$ cat config.mk
export PLATFORM = sky130hd
export DESIGN_NAME = pmcs_pll_regs
export DESIGN_NICKNAME = d
export VERILOG_FILES = /design/src/rtl/pmcs_pkg.sv /design/src/rtl/pmcs_pll_regs.sv
export VERILOG_INCLUDE_DIRS = /design/src /design/src/rtl
export SDC_FILE = /design/constraint.sdc
export NUM_CORES = 1
export LEC_CHECK = 0
export BUFFER_PORTS_ARGS = -buffer_cell sky130_fd_sc_hd__buf_4
export CAP_MARGIN = 0
export CELL_PAD_IN_SITES_DETAIL_PLACEMENT = 1
export CELL_PAD_IN_SITES_GLOBAL_PLACEMENT = 1
export CORE_MARGIN = 5
export CORE_UTILIZATION = 30
export DETAILED_ROUTE_END_ITERATION = 7
export PLACE_DENSITY_LB_ADDON = 0.1
export SYNTH_ARGS = -nofsm -noshare
export SYNTH_HDL_FRONTEND = slang
export SYNTH_SLANG_ARGS = --single-unit
$ cat constraint.sdc
create_clock -name clk -period 3.5 [get_ports clk]
set_input_delay 0.175 -clock clk [delete_from_list [all_inputs] [get_ports clk]]
set_output_delay 0.175 -clock clk [all_outputs]
set_load 0.01 [all_outputs]
$ cat src/rtl/pmcs_defs.svh
// Purpose: Offsets, field positions, reset values and timing counts of the PLL config/status block
// Assumes: 250 MHz system clock, 8-bit register port
// Notes: Definitions only
`ifndef PMCS_DEFS_SVH
`define PMCS_DEFS_SVH

`define PMCS_OFS_BAND_CTRL 8'h12
`define PMCS_OFS_LOOP_TUNING 8'h14
`define PMCS_OFS_DIV_SETUP 8'h15
`define PMCS_OFS_LOCK_STATUS 8'h16
`define PMCS_OFS_BAND_STATUS 8'h17

`define PMCS_RST_BAND_CTRL 8'h00
`define PMCS_RST_LOOP_TUNING 8'hE7
`define PMCS_RST_DIV_SETUP 8'hC9

`define PMCS_POS_ENABLE 7
`define PMCS_POS_MANUAL 6
`define PMCS_POS_BAND_HI 5
`define PMCS_POS_BW_HI 7
`define PMCS_POS_BW_LO 5
`define PMCS_POS_CP_HI 4
`define PMCS_POS_CP_LO 0
`define PMCS_POS_LOGDIV_HI 7
`define PMCS_POS_LOGDIV_LO 6
`define PMCS_POS_XPT_EN 4
`define PMCS_POS_OSCDIV_HI 3
`define PMCS_POS_OSCDIV_LO 2
`define PMCS_POS_LOOPDIV_HI 1
`define PMCS_POS_LOOPDIV_LO 0
`define PMCS_POS_LOCK 7
`define PMCS_POS_TUNE_HI 3

`define PMCS_CLK_PERIOD_PS 4000
`define PMCS_LOCK_SETTLE_NS 1000
`define PMCS_LOCK_SETTLE_CYC ((`PMCS_LOCK_SETTLE_NS * 1000 + `PMCS_CLK_PERIOD_PS - 1) / `PMCS_CLK_PERIOD_PS)

`endif

$ cat src/rtl/pmcs_pkg.sv
// Purpose: Types shared by the PLL config/status block
// Assumes: Nothing beyond the defs header
// Notes: Calibration states Gray coded along idle, run, done
package pmcs_pkg;
  typedef enum logic [1:0] {
    PMCS_CAL_IDLE = 2'h0,
    PMCS_CAL_RUN = 2'h1,
    PMCS_CAL_DONE = 2'h3
  } pmcs_cal_state_t;
endpackage

$ cat src/rtl/pmcs_pll_regs.sv
// Purpose: Register file, band selection sequencing and lock qualification of the clock-multiplier PLL
// Assumes: Analog status inputs are asynchronous to clk and are double-registered before use
// Notes: Overview of operation
// Overview of operation
// - Loop bandwidth field bits 7:5 of loop tuning register, reset 0x7.
// - Charge pump field bits 4:0 of loop tuning register, reset 0x07.
// - Logic clock divider code 00..11 divides reference by 2,4,8,16; reset 0x3.
// - Loop divider crosspoint enable bit 4, reset 0.
// - Oscillator divider code 00,01,10,11 gives 1,2,4,4; reset 0x2.
// - Feedback divider code 00..11 gives 2,4,8,16; reset 0x1.
// - Read-only lock bit 7 of first status register, reset 0.
// - Tuning voltage reported as four-bit read-only binary code.
// - Locked loop: higher band lowers tuning code, lower band raises it.
// - Band in use reported as six-bit read-only field, reset zero.
// - Multiplier enable bit 7 of band control register, reset off.
// - Mode bit 6: 0 automatic band selection, 1 manual.
// - Manual band value selects one of 64 bands, 0 lowest.
`timescale 1ns/10ps
`include "pmcs_defs.svh"

module pmcs_pll_regs (
  input wire logic clk,
  input wire logic sys_rst,
  input wire logic [7:0] reg_addr,
  input wire logic reg_wr,
  input wire logic [7:0] reg_wdata,
  input wire logic reg_rd,
  output logic [7:0] reg_rdata,
  input wire logic ana_lock,
  input wire logic [3:0] ana_tune_code,
  input wire logic ana_cal_done,
  input wire logic [5:0] ana_cal_band,
  output logic pll_enable,
  output logic band_manual,
  output logic [5:0] band_select,
  output logic cal_start,
  output logic [2:0] loop_filter_bandwidth,
  output logic [4:0] charge_pump_setting,
  output logic crosspoint_enable,
  output logic [4:0] logic_clock_ratio,
  output logic [2:0] oscillator_ratio,
  output logic [4:0] loop_ratio
);
  import pmcs_pkg::*;

  localparam logic [8:0] SETTLE_CYC = 9'(`PMCS_LOCK_SETTLE_CYC);

  logic [7:0] band_ctrl_r, band_ctrl_nxt;
  logic [7:0] loop_tuning_r, loop_tuning_nxt;
  logic [7:0] div_setup_r, div_setup_nxt;
  logic [7:0] rdata_r, rdata_nxt;

  // Two-stage synchronisers; stage one feeds only stage two
  logic [11:0] sync1_r, sync2_r;
  logic [11:0] async_in;
  logic lock_s, cal_done_s;
  logic [3:0] tune_s;
  logic [5:0] cal_band_s;

  pmcs_cal_state_t cal_state_r, cal_state_nxt;
  logic [5:0] auto_band_r, auto_band_nxt;
  logic [5:0] band_rb_r, band_rb_nxt;
  logic cal_start_r, cal_start_nxt;
  logic [8:0] settle_r, settle_nxt;
  logic lock_r, lock_nxt;
  logic [3:0] tune_r, tune_nxt;
  logic [5:0] band_sel_r, band_sel_nxt;
  logic [4:0] log_ratio_r, log_ratio_nxt;
  logic [2:0] osc_ratio_r, osc_ratio_nxt;
  logic [4:0] loop_ratio_r, loop_ratio_nxt;
  logic manual_mode;
  logic enabled;

  assign async_in = {ana_lock, ana_cal_done, ana_tune_code, ana_cal_band};
  assign lock_s = sync2_r[11];
  assign cal_done_s = sync2_r[10];
  assign tune_s = sync2_r[9:6];
  assign cal_band_s = sync2_r[5:0];
  assign enabled = band_ctrl_r[`PMCS_POS_ENABLE];
  assign manual_mode = band_ctrl_r[`PMCS_POS_MANUAL];

  always_ff @(posedge clk) begin
    if (sys_rst) begin
      sync1_r <= 12'h000;
      sync2_r <= 12'h000;
    end else begin
      sync1_r <= async_in;
      sync2_r <= sync1_r;
    end
  end

  // Register writes and readback
  always_comb begin
    band_ctrl_nxt = band_ctrl_r;
    loop_tuning_nxt = loop_tuning_r;
    div_setup_nxt = div_setup_r;
    rdata_nxt = rdata_r;
    if (reg_wr) begin
      unique case (reg_addr)
        `PMCS_OFS_BAND_CTRL: band_ctrl_nxt = reg_wdata;
        `PMCS_OFS_LOOP_TUNING: loop_tuning_nxt = reg_wdata;
        `PMCS_OFS_DIV_SETUP: div_setup_nxt = {reg_wdata[7:6], 1'b0, reg_wdata[4:0]};
        default: ;
      endcase
    end
    if (reg_rd) begin
      unique case (reg_addr)
        `PMCS_OFS_BAND_CTRL: rdata_nxt = band_ctrl_r;
        `PMCS_OFS_LOOP_TUNING: rdata_nxt = loop_tuning_r;
        `PMCS_OFS_DIV_SETUP: rdata_nxt = div_setup_r;
        `PMCS_OFS_LOCK_STATUS: rdata_nxt = {lock_r, 3'h0, tune_r};
        `PMCS_OFS_BAND_STATUS: rdata_nxt = {2'h0, band_rb_r};
        default: rdata_nxt = 8'h00;
      endcase
    end
  end

  always_ff @(posedge clk) begin
    if (sys_rst) begin
      band_ctrl_r <= `PMCS_RST_BAND_CTRL;
      loop_tuning_r <= `PMCS_RST_LOOP_TUNING;
      div_setup_r <= `PMCS_RST_DIV_SETUP;
      rdata_r <= 8'h00;
    end else begin
      band_ctrl_r <= band_ctrl_nxt;
      loop_tuning_r <= loop_tuning_nxt;
      div_setup_r <= div_setup_nxt;
      rdata_r <= rdata_nxt;
    end
  end

  // Divider decodes; the 75 MHz ceiling on the logic clock is left to software
  always_comb begin
    unique case (div_setup_r[`PMCS_POS_LOGDIV_HI:`PMCS_POS_LOGDIV_LO])
      2'h0: log_ratio_nxt = 5'h02;
      2'h1: log_ratio_nxt = 5'h04;
      2'h2: log_ratio_nxt = 5'h08;
      2'h3: log_ratio_nxt = 5'h10;
    endcase
    unique case (div_setup_r[`PMCS_POS_OSCDIV_HI:`PMCS_POS_OSCDIV_LO])
      2'h0: osc_ratio_nxt = 3'h1;
      2'h1: osc_ratio_nxt = 3'h2;
      2'h2, 2'h3: osc_ratio_nxt = 3'h4;
    endcase
    unique case (div_setup_r[`PMCS_POS_LOOPDIV_HI:`PMCS_POS_LOOPDIV_LO])
      2'h0: loop_ratio_nxt = 5'h02;
      2'h1: loop_ratio_nxt = 5'h04;
      2'h2: loop_ratio_nxt = 5'h08;
      2'h3: loop_ratio_nxt = 5'h10;
    endcase
  end

  // Band selection: manual value drives the band; auto mode runs one calibration per enable
  always_comb begin
    cal_state_nxt = cal_state_r;
    auto_band_nxt = auto_band_r;
    cal_start_nxt = 1'b0;
    if (!enabled || manual_mode) begin
      cal_state_nxt = PMCS_CAL_IDLE;
    end else begin
      unique case (cal_state_r)
        PMCS_CAL_IDLE: begin
          cal_state_nxt = PMCS_CAL_RUN;
          cal_start_nxt = 1'b1;
        end
        PMCS_CAL_RUN: begin
          if (cal_done_s && !cal_start_r) begin
            cal_state_nxt = PMCS_CAL_DONE;
            auto_band_nxt = cal_band_s;
          end
        end
        PMCS_CAL_DONE: ;
        default: cal_state_nxt = PMCS_CAL_IDLE;
      endcase
    end
    band_sel_nxt = manual_mode ? band_ctrl_r[`PMCS_POS_BAND_HI:0] : auto_band_r;
    band_rb_nxt = band_sel_r;
    // The tuning code follows the analog loop, so a band change moves it the documented way
    tune_nxt = tune_s;
  end

  // Lock must hold for the settle time before it is reported
  always_comb begin
    settle_nxt = settle_r;
    lock_nxt = lock_r;
    if (!enabled || !lock_s) begin
      settle_nxt = 9'h000;
      lock_nxt = 1'b0;
    end else if (settle_r < SETTLE_CYC) begin
      settle_nxt = settle_r + 9'h001;
    end else begin
      lock_nxt = 1'b1;
    end
  end

  always_ff @(posedge clk) begin
    if (sys_rst) begin
      cal_state_r <= PMCS_CAL_IDLE;
      auto_band_r <= 6'h00;
      band_rb_r <= 6'h00;
      band_sel_r <= 6'h00;
      cal_start_r <= 1'b0;
      settle_r <= 9'h000;
      lock_r <= 1'b0;
      tune_r <= 4'h0;
      log_ratio_r <= 5'h10;
      osc_ratio_r <= 3'h4;
      loop_ratio_r <= 5'h04;
    end else begin
      cal_state_r <= cal_state_nxt;
      auto_band_r <= auto_band_nxt;
      band_rb_r <= band_rb_nxt;
      band_sel_r <= band_sel_nxt;
      cal_start_r <= cal_start_nxt;
      settle_r <= settle_nxt;
      lock_r <= lock_nxt;
      tune_r <= tune_nxt;
      log_ratio_r <= log_ratio_nxt;
      osc_ratio_r <= osc_ratio_nxt;
      loop_ratio_r <= loop_ratio_nxt;
    end
  end

  assign reg_rdata = rdata_r;
  assign pll_enable = band_ctrl_r[`PMCS_POS_ENABLE];
  assign band_manual = band_ctrl_r[`PMCS_POS_MANUAL];
  assign band_select = band_sel_r;
  assign cal_start = cal_start_r;
  assign loop_filter_bandwidth = loop_tuning_r[`PMCS_POS_BW_HI:`PMCS_POS_BW_LO];
  assign charge_pump_setting = loop_tuning_r[`PMCS_POS_CP_HI:`PMCS_POS_CP_LO];
  assign crosspoint_enable = div_setup_r[`PMCS_POS_XPT_EN];
  assign logic_clock_ratio = log_ratio_r;
  assign oscillator_ratio = osc_ratio_r;
  assign loop_ratio = loop_ratio_r;
endmodule // pmcs_pll_regs

# [After elaboration in Yosys (flattened, before gate mapping)]
# Index checks and enable logic that the tools add are counted.
[word_totals] regBits=103 latchBits=0 mem_bits_rw=0 mem_bits_ro=0 inputBits=32 out_inout_bits=39 word_cells=64 memories=0
[classes] n_addsub=1 n_mul=0 div=0 order_cmp=1 eq_ne=17 n_shift=0 mux=8 bitwise=2 reduce_logical=18
[op_table] op="$eq A8 B5 Y1 const B" n=5
[op_table] op="$pmux W5 S4" n=2
[op_table] op="$pmux W8 S5" n=1
[op_table] op="$eq A2 B2 Y1 const B" n=7
[op_table] op="$add A9 B1 Y9 const B" n=1
[op_table] op="$lt A9 B8 Y1 const B" n=1
[op_table] op="$pmux W3 S3" n=1
[op_table] op="$eq A2 B1 Y1 const B" n=4
[op_table] op="$logic_not A2 Y1" n=4
[op_table] op="$reduce_and A2 Y1" n=4
[op_table] op="$mux W6" n=1
[op_table] op="$pmux W2 S3" n=1
[op_table] op="$reduce_or A2 Y1" n=3
[op_table] op="$logic_not A1 Y1" n=3
[op_table] op="$reduce_and A3 Y1" n=1
[op_table] op="$logic_or A1 B1 Y1" n=2
[op_table] op="$mux W2" n=1
[op_table] op="$ne A2 B2 Y1 const B" n=1
[op_table] op="$not A1 Y1" n=2
[op_table] op="$logic_and A1 B1 Y1" n=1
[op_table] op="$mux W1" n=1

# [Logic depth before layout (Yosys ltp)]
[depth] word_depth=4 ltp_mapped=6 depth_no_buf=5

# [Least setup slack after synthesis]
# OpenSTA, ideal clock, no wires.
[synth_timing] path_type="register to register" start="register band_ctrl_r[6]" end="register auto_band_r[0]" setup_ps=128 t_arrival_ps=1187 t_required_ps=3372 setup_slack_ps=2185 path_stages_with_launch=6 path_cell_list="dfxtp_1 -> buf_2 -> nor2_1 -> nand4_1 -> mux2i_1 -> nor2_1"
[synth_via] elab_chain_len=3
[synth_lines] element="start: declaration" line="pmcs_pll_regs.sv:48" text="logic [7:0] band_ctrl_r, band_ctrl_nxt;"
[synth_lines] element="start signal: assignment" line="pmcs_pll_regs.sv:120" text="band_ctrl_r <= `PMCS_RST_BAND_CTRL;"
[synth_lines] element="start signal: assignment" line="pmcs_pll_regs.sv:125" text="band_ctrl_r <= band_ctrl_nxt;"
[synth_lines] element="$logic_or A1 B1 Y1" line="pmcs_pll_regs.sv:158" text="if (!enabled || manual_mode) begin"
[synth_lines] element="$not A1 Y1 (no line)"
[synth_lines] element="$reduce_and A3 Y1 (no line)"
[synth_lines] element="end signal: assignment" line="pmcs_pll_regs.sv:211" text="auto_band_r <= auto_band_nxt;"
[synth_lines] element="end: declaration" line="pmcs_pll_regs.sv:61" text="logic [5:0] auto_band_r, auto_band_nxt;"
# Every way passes these cells.
# A chain may end at the register's enable or synchronous reset.

# [Worst setup path after layout]
# Ends and elaborated chain as after synthesis.

==> results.py <==
metrics = {
    "status": {
        "status": "complete, no violations",
    },
    "timing": {
        "hold_violations": 0,
        "worst_slew_pin_slew_ns": 0.5582,
        "post-route-period-util": 0.4215,
        "relSlewSlack": 0.6276,
        "fin_skew_ns": 0.009088,
        "rsz0062_at_grt": "false",
        "setup_viol": 0,
        "setup_tns_ns": 0,
        "final_max_slew_viol_count": 0,
        "timing.hold.ws_ns": 0.04451,
        "clock.fmax_mhz": 677.9,
        "min_period_ns": 1.475,
    },
    "placed_design": {
        "hpwl_um": 6391,
        "gp_congestion": 0.7010,
        "port_buffers": 68,
    },
    "cells_and_area": {
        "diodes": 0,
        "area_delta_synth_final_pct": 25.04,
        "final_layout_size_suffix_gt1_frac": 0.2246,
        "fin_util": 0.3818,
        "fin_nets": 451,
        "fillers": 1361,
    },
    "route": {
        "vias_per_cell": 4.628,
        "wl_um": 8780,
        "drtIter0Drc": 101,
        "drc_errors": 0,
        "firstDrtPassIters": 4,
        "drtAntennaViolNets": 0,
        "num_vias": 2638,
        "wl_per_cell_um": 15.40,
    },
    "die": {
        "io_pins": 71,
        "initial_core_util": 0.3053,
        "rows": 40,
        "coreArea_sq_mm": 0.01196,
        "fp.dieW_um": 120.3,
        "die_area_sq_mm": 0.01448,
        "die_y_um": 120.3,
    },
    "synthesis": {
        "synth.distinct_cells": 47,
        "synth_flop_cell": "dfxtp_1",
        "synth_common_cells": "dfxtp_1 (101), nor2_1 (49), nor2b_1 (39)",
        "synth_area_leaders": "dfxtp_1 (55%), mux2i_1 (7.9%), nor2b_1 (6.7%), nor2_1 (5.0%), nor3_1 (2.2%)",
        "synth_top_area_share": 0.5536,
        "yosysMostFrequentCell": "dfxtp_1",
        "synth_warnings": 0,
        "ys_seq_elements": 101,
        "synth-async-reset-ratio": 0,
        "netlist_area_sq_mm": 0.003652,
        "seq_area_frac_synth": 0.5536,
        "syn_area_per_cell_sq_um": 10.29,
        "synth_largest_area_cell": "dfxtp_1",
        "syn_inst": 355,
        "synth_edf_count": 0,
    },
    "critical_path": {
        "cp_common_cell": "nor2_1",
        "crit_fanout": 10,
        "crit_chain": "buf_4, nor2_1, nand4_1, mux2i_1, nor2_1",
        "crit_path_start_kind": "flip-flop",
        "cp.arrival_ns": 1.69,
        "slowest_delay_ns": 0.40,
        "end_kind": "flip-flop",
        "critPathTopFamily": "simple AND/OR/NAND/NOR gates",
        "crit_buf_inv": 1,
        "critPathKind": "reg -> reg",
        "crit_slowest_cell": "nand4_1",
        "cp.required_ns": 3.71,
    },
    "hold_path": {
        "hold_class": "in -> reg",
    },
    "clock_tree": {
        "cts_setup_buffers": 0,
        "clock_tree.root_cell": "clkbuf_16",
        "insertion_delay_ns": 0.34,
        "cts_tree": "done",
        "holdBufCountCts": 0,
        "cts_max_level": 3,
        "clkSinkCount": 101,
        "clockBufferDepth": 2,
        "cts_resized": 0,
        "cts_buffers": 9,
        "path_clk_slew_ns": 0.07,
    },
    "global_routing": {
        "grt_max_degree": 52,
        "globalRouteOverflowTotal": 0,
        "antenna_found_initial": 0,
        "grt_pass1_wl_um": 14390,
        "grt_pass1_vias": 2722,
        "grt_usage": 0.1268,
    },
    "pwr": {
        "irDropWorstVdd_v": 0.0003426,
        "power.density_mw_per_mm2": 502.3,
        "power_leakage_nw": 1.930,
        "finalPower_mw": 2.294,
    },
    "flow_run": {
        "cap_violations": 0,
    },
}
## state kept, by name (all words and copies together), names as in the netlist, 7 cells and up
signal / count
sync1_r: 12
sync2_r: 12
settle_r: 9
band_ctrl_r: 8
loop_tuning_r: 8
reg_rdata: 8
div_setup_r: 7
## layout by cell type, fill, tap and decap left out, drive strengths merged, types with 5 or more instances in the layout
cell type,count
a21oi,15
nor2,49
clkbuf,11
nor2b,39
inv,9
mux2i,29
nand2,12
nand2b,5
buf,70
dfxtp,101
o21ai,9
nor3,16
## final cells by class
type,count,area [sq um],share of cell area
multi-input cells,230,1504,0.3293
repair buffers,70,525.5,0.1151
flip-flops and latches,101,2022,0.4427
well taps,147,183.9,0.04027
clock inverters,5,66.31,0.01452
inverters,6,22.52,0.004932
clock buffers,11,242.7,0.05315
## path summary, 6_finish.rpt
kind | from | end | slack (ns) | cells after the start
setup reg to reg | band_ctrl_r[6] | auto_band_r[0] | 2.02 | 5
hold reg to reg | sync1_r[5] | sync2_r[5] | 0.43 | 1
hold / removal | ana_cal_band[2] | sync1_r[2] | 0.04 | 2
setup / recovery | band_ctrl_r[6] | auto_band_r[0] | 2.02 | 5
## power breakdown
| group | total, mW | switching (mW) | internal (mW) |
|---|---|---|---|
| Sequential | 1.17 | 0.00337 | 1.16 |
| Clock | 1.03 | 0.446 | 0.585 |
| Combinational | 0.0963 | 0.0506 | 0.0456 |
## per-stage QoR
stage,instance area [sq um],std cells,setup WS (ns)
finish,4567,570,2.025
global route,4567,570,1.882
CTS,4567,570,1.969
detailed placement,4258,554,1.953
global placement,4258,554,1.947
floorplan,3656,356,2.185
## layer usage
layer  vias up  track usage  part of all wire  wire [um]
met5         -            0                 0          0
met1      1234       0.1696              0.50       4370
met3        10      0.03087             0.047        410
li1       1342            -                 -          -
met2        52       0.1970              0.44       3869
met4         0      0.05099             0.015        129
## logic make-up (layout without fill, tap and decap cells)
family / Yosys count / in the layout / share of synthesized area
buffers and inverters: 25 / 92 / 0.03563
other: 1 / 2 / 0.001027
AO/OA/AOI/OAI: 47 / 47 / 0.08633
XOR/XNOR: 1 / 1 / 0.002399
adder cells (fa/ha/maj): 1 / 1 / 0.003425
flip-flops: 101 / 101 / 0.5536
AND/OR/NAND/NOR: 147 / 147 / 0.2196
multiplexers: 32 / 32 / 0.09798
## worst reg2reg max path, delay by kind of cell, from the launching register on
kind | cells | cell delay, ns
muxes | 1 | 0.29
and+or+nand+nor | 3 | 0.58
DFF | 1 | 0.30
buffers and inverters | 1 | 0.18
Note: power is estimated with default switching activity, not from simulation.
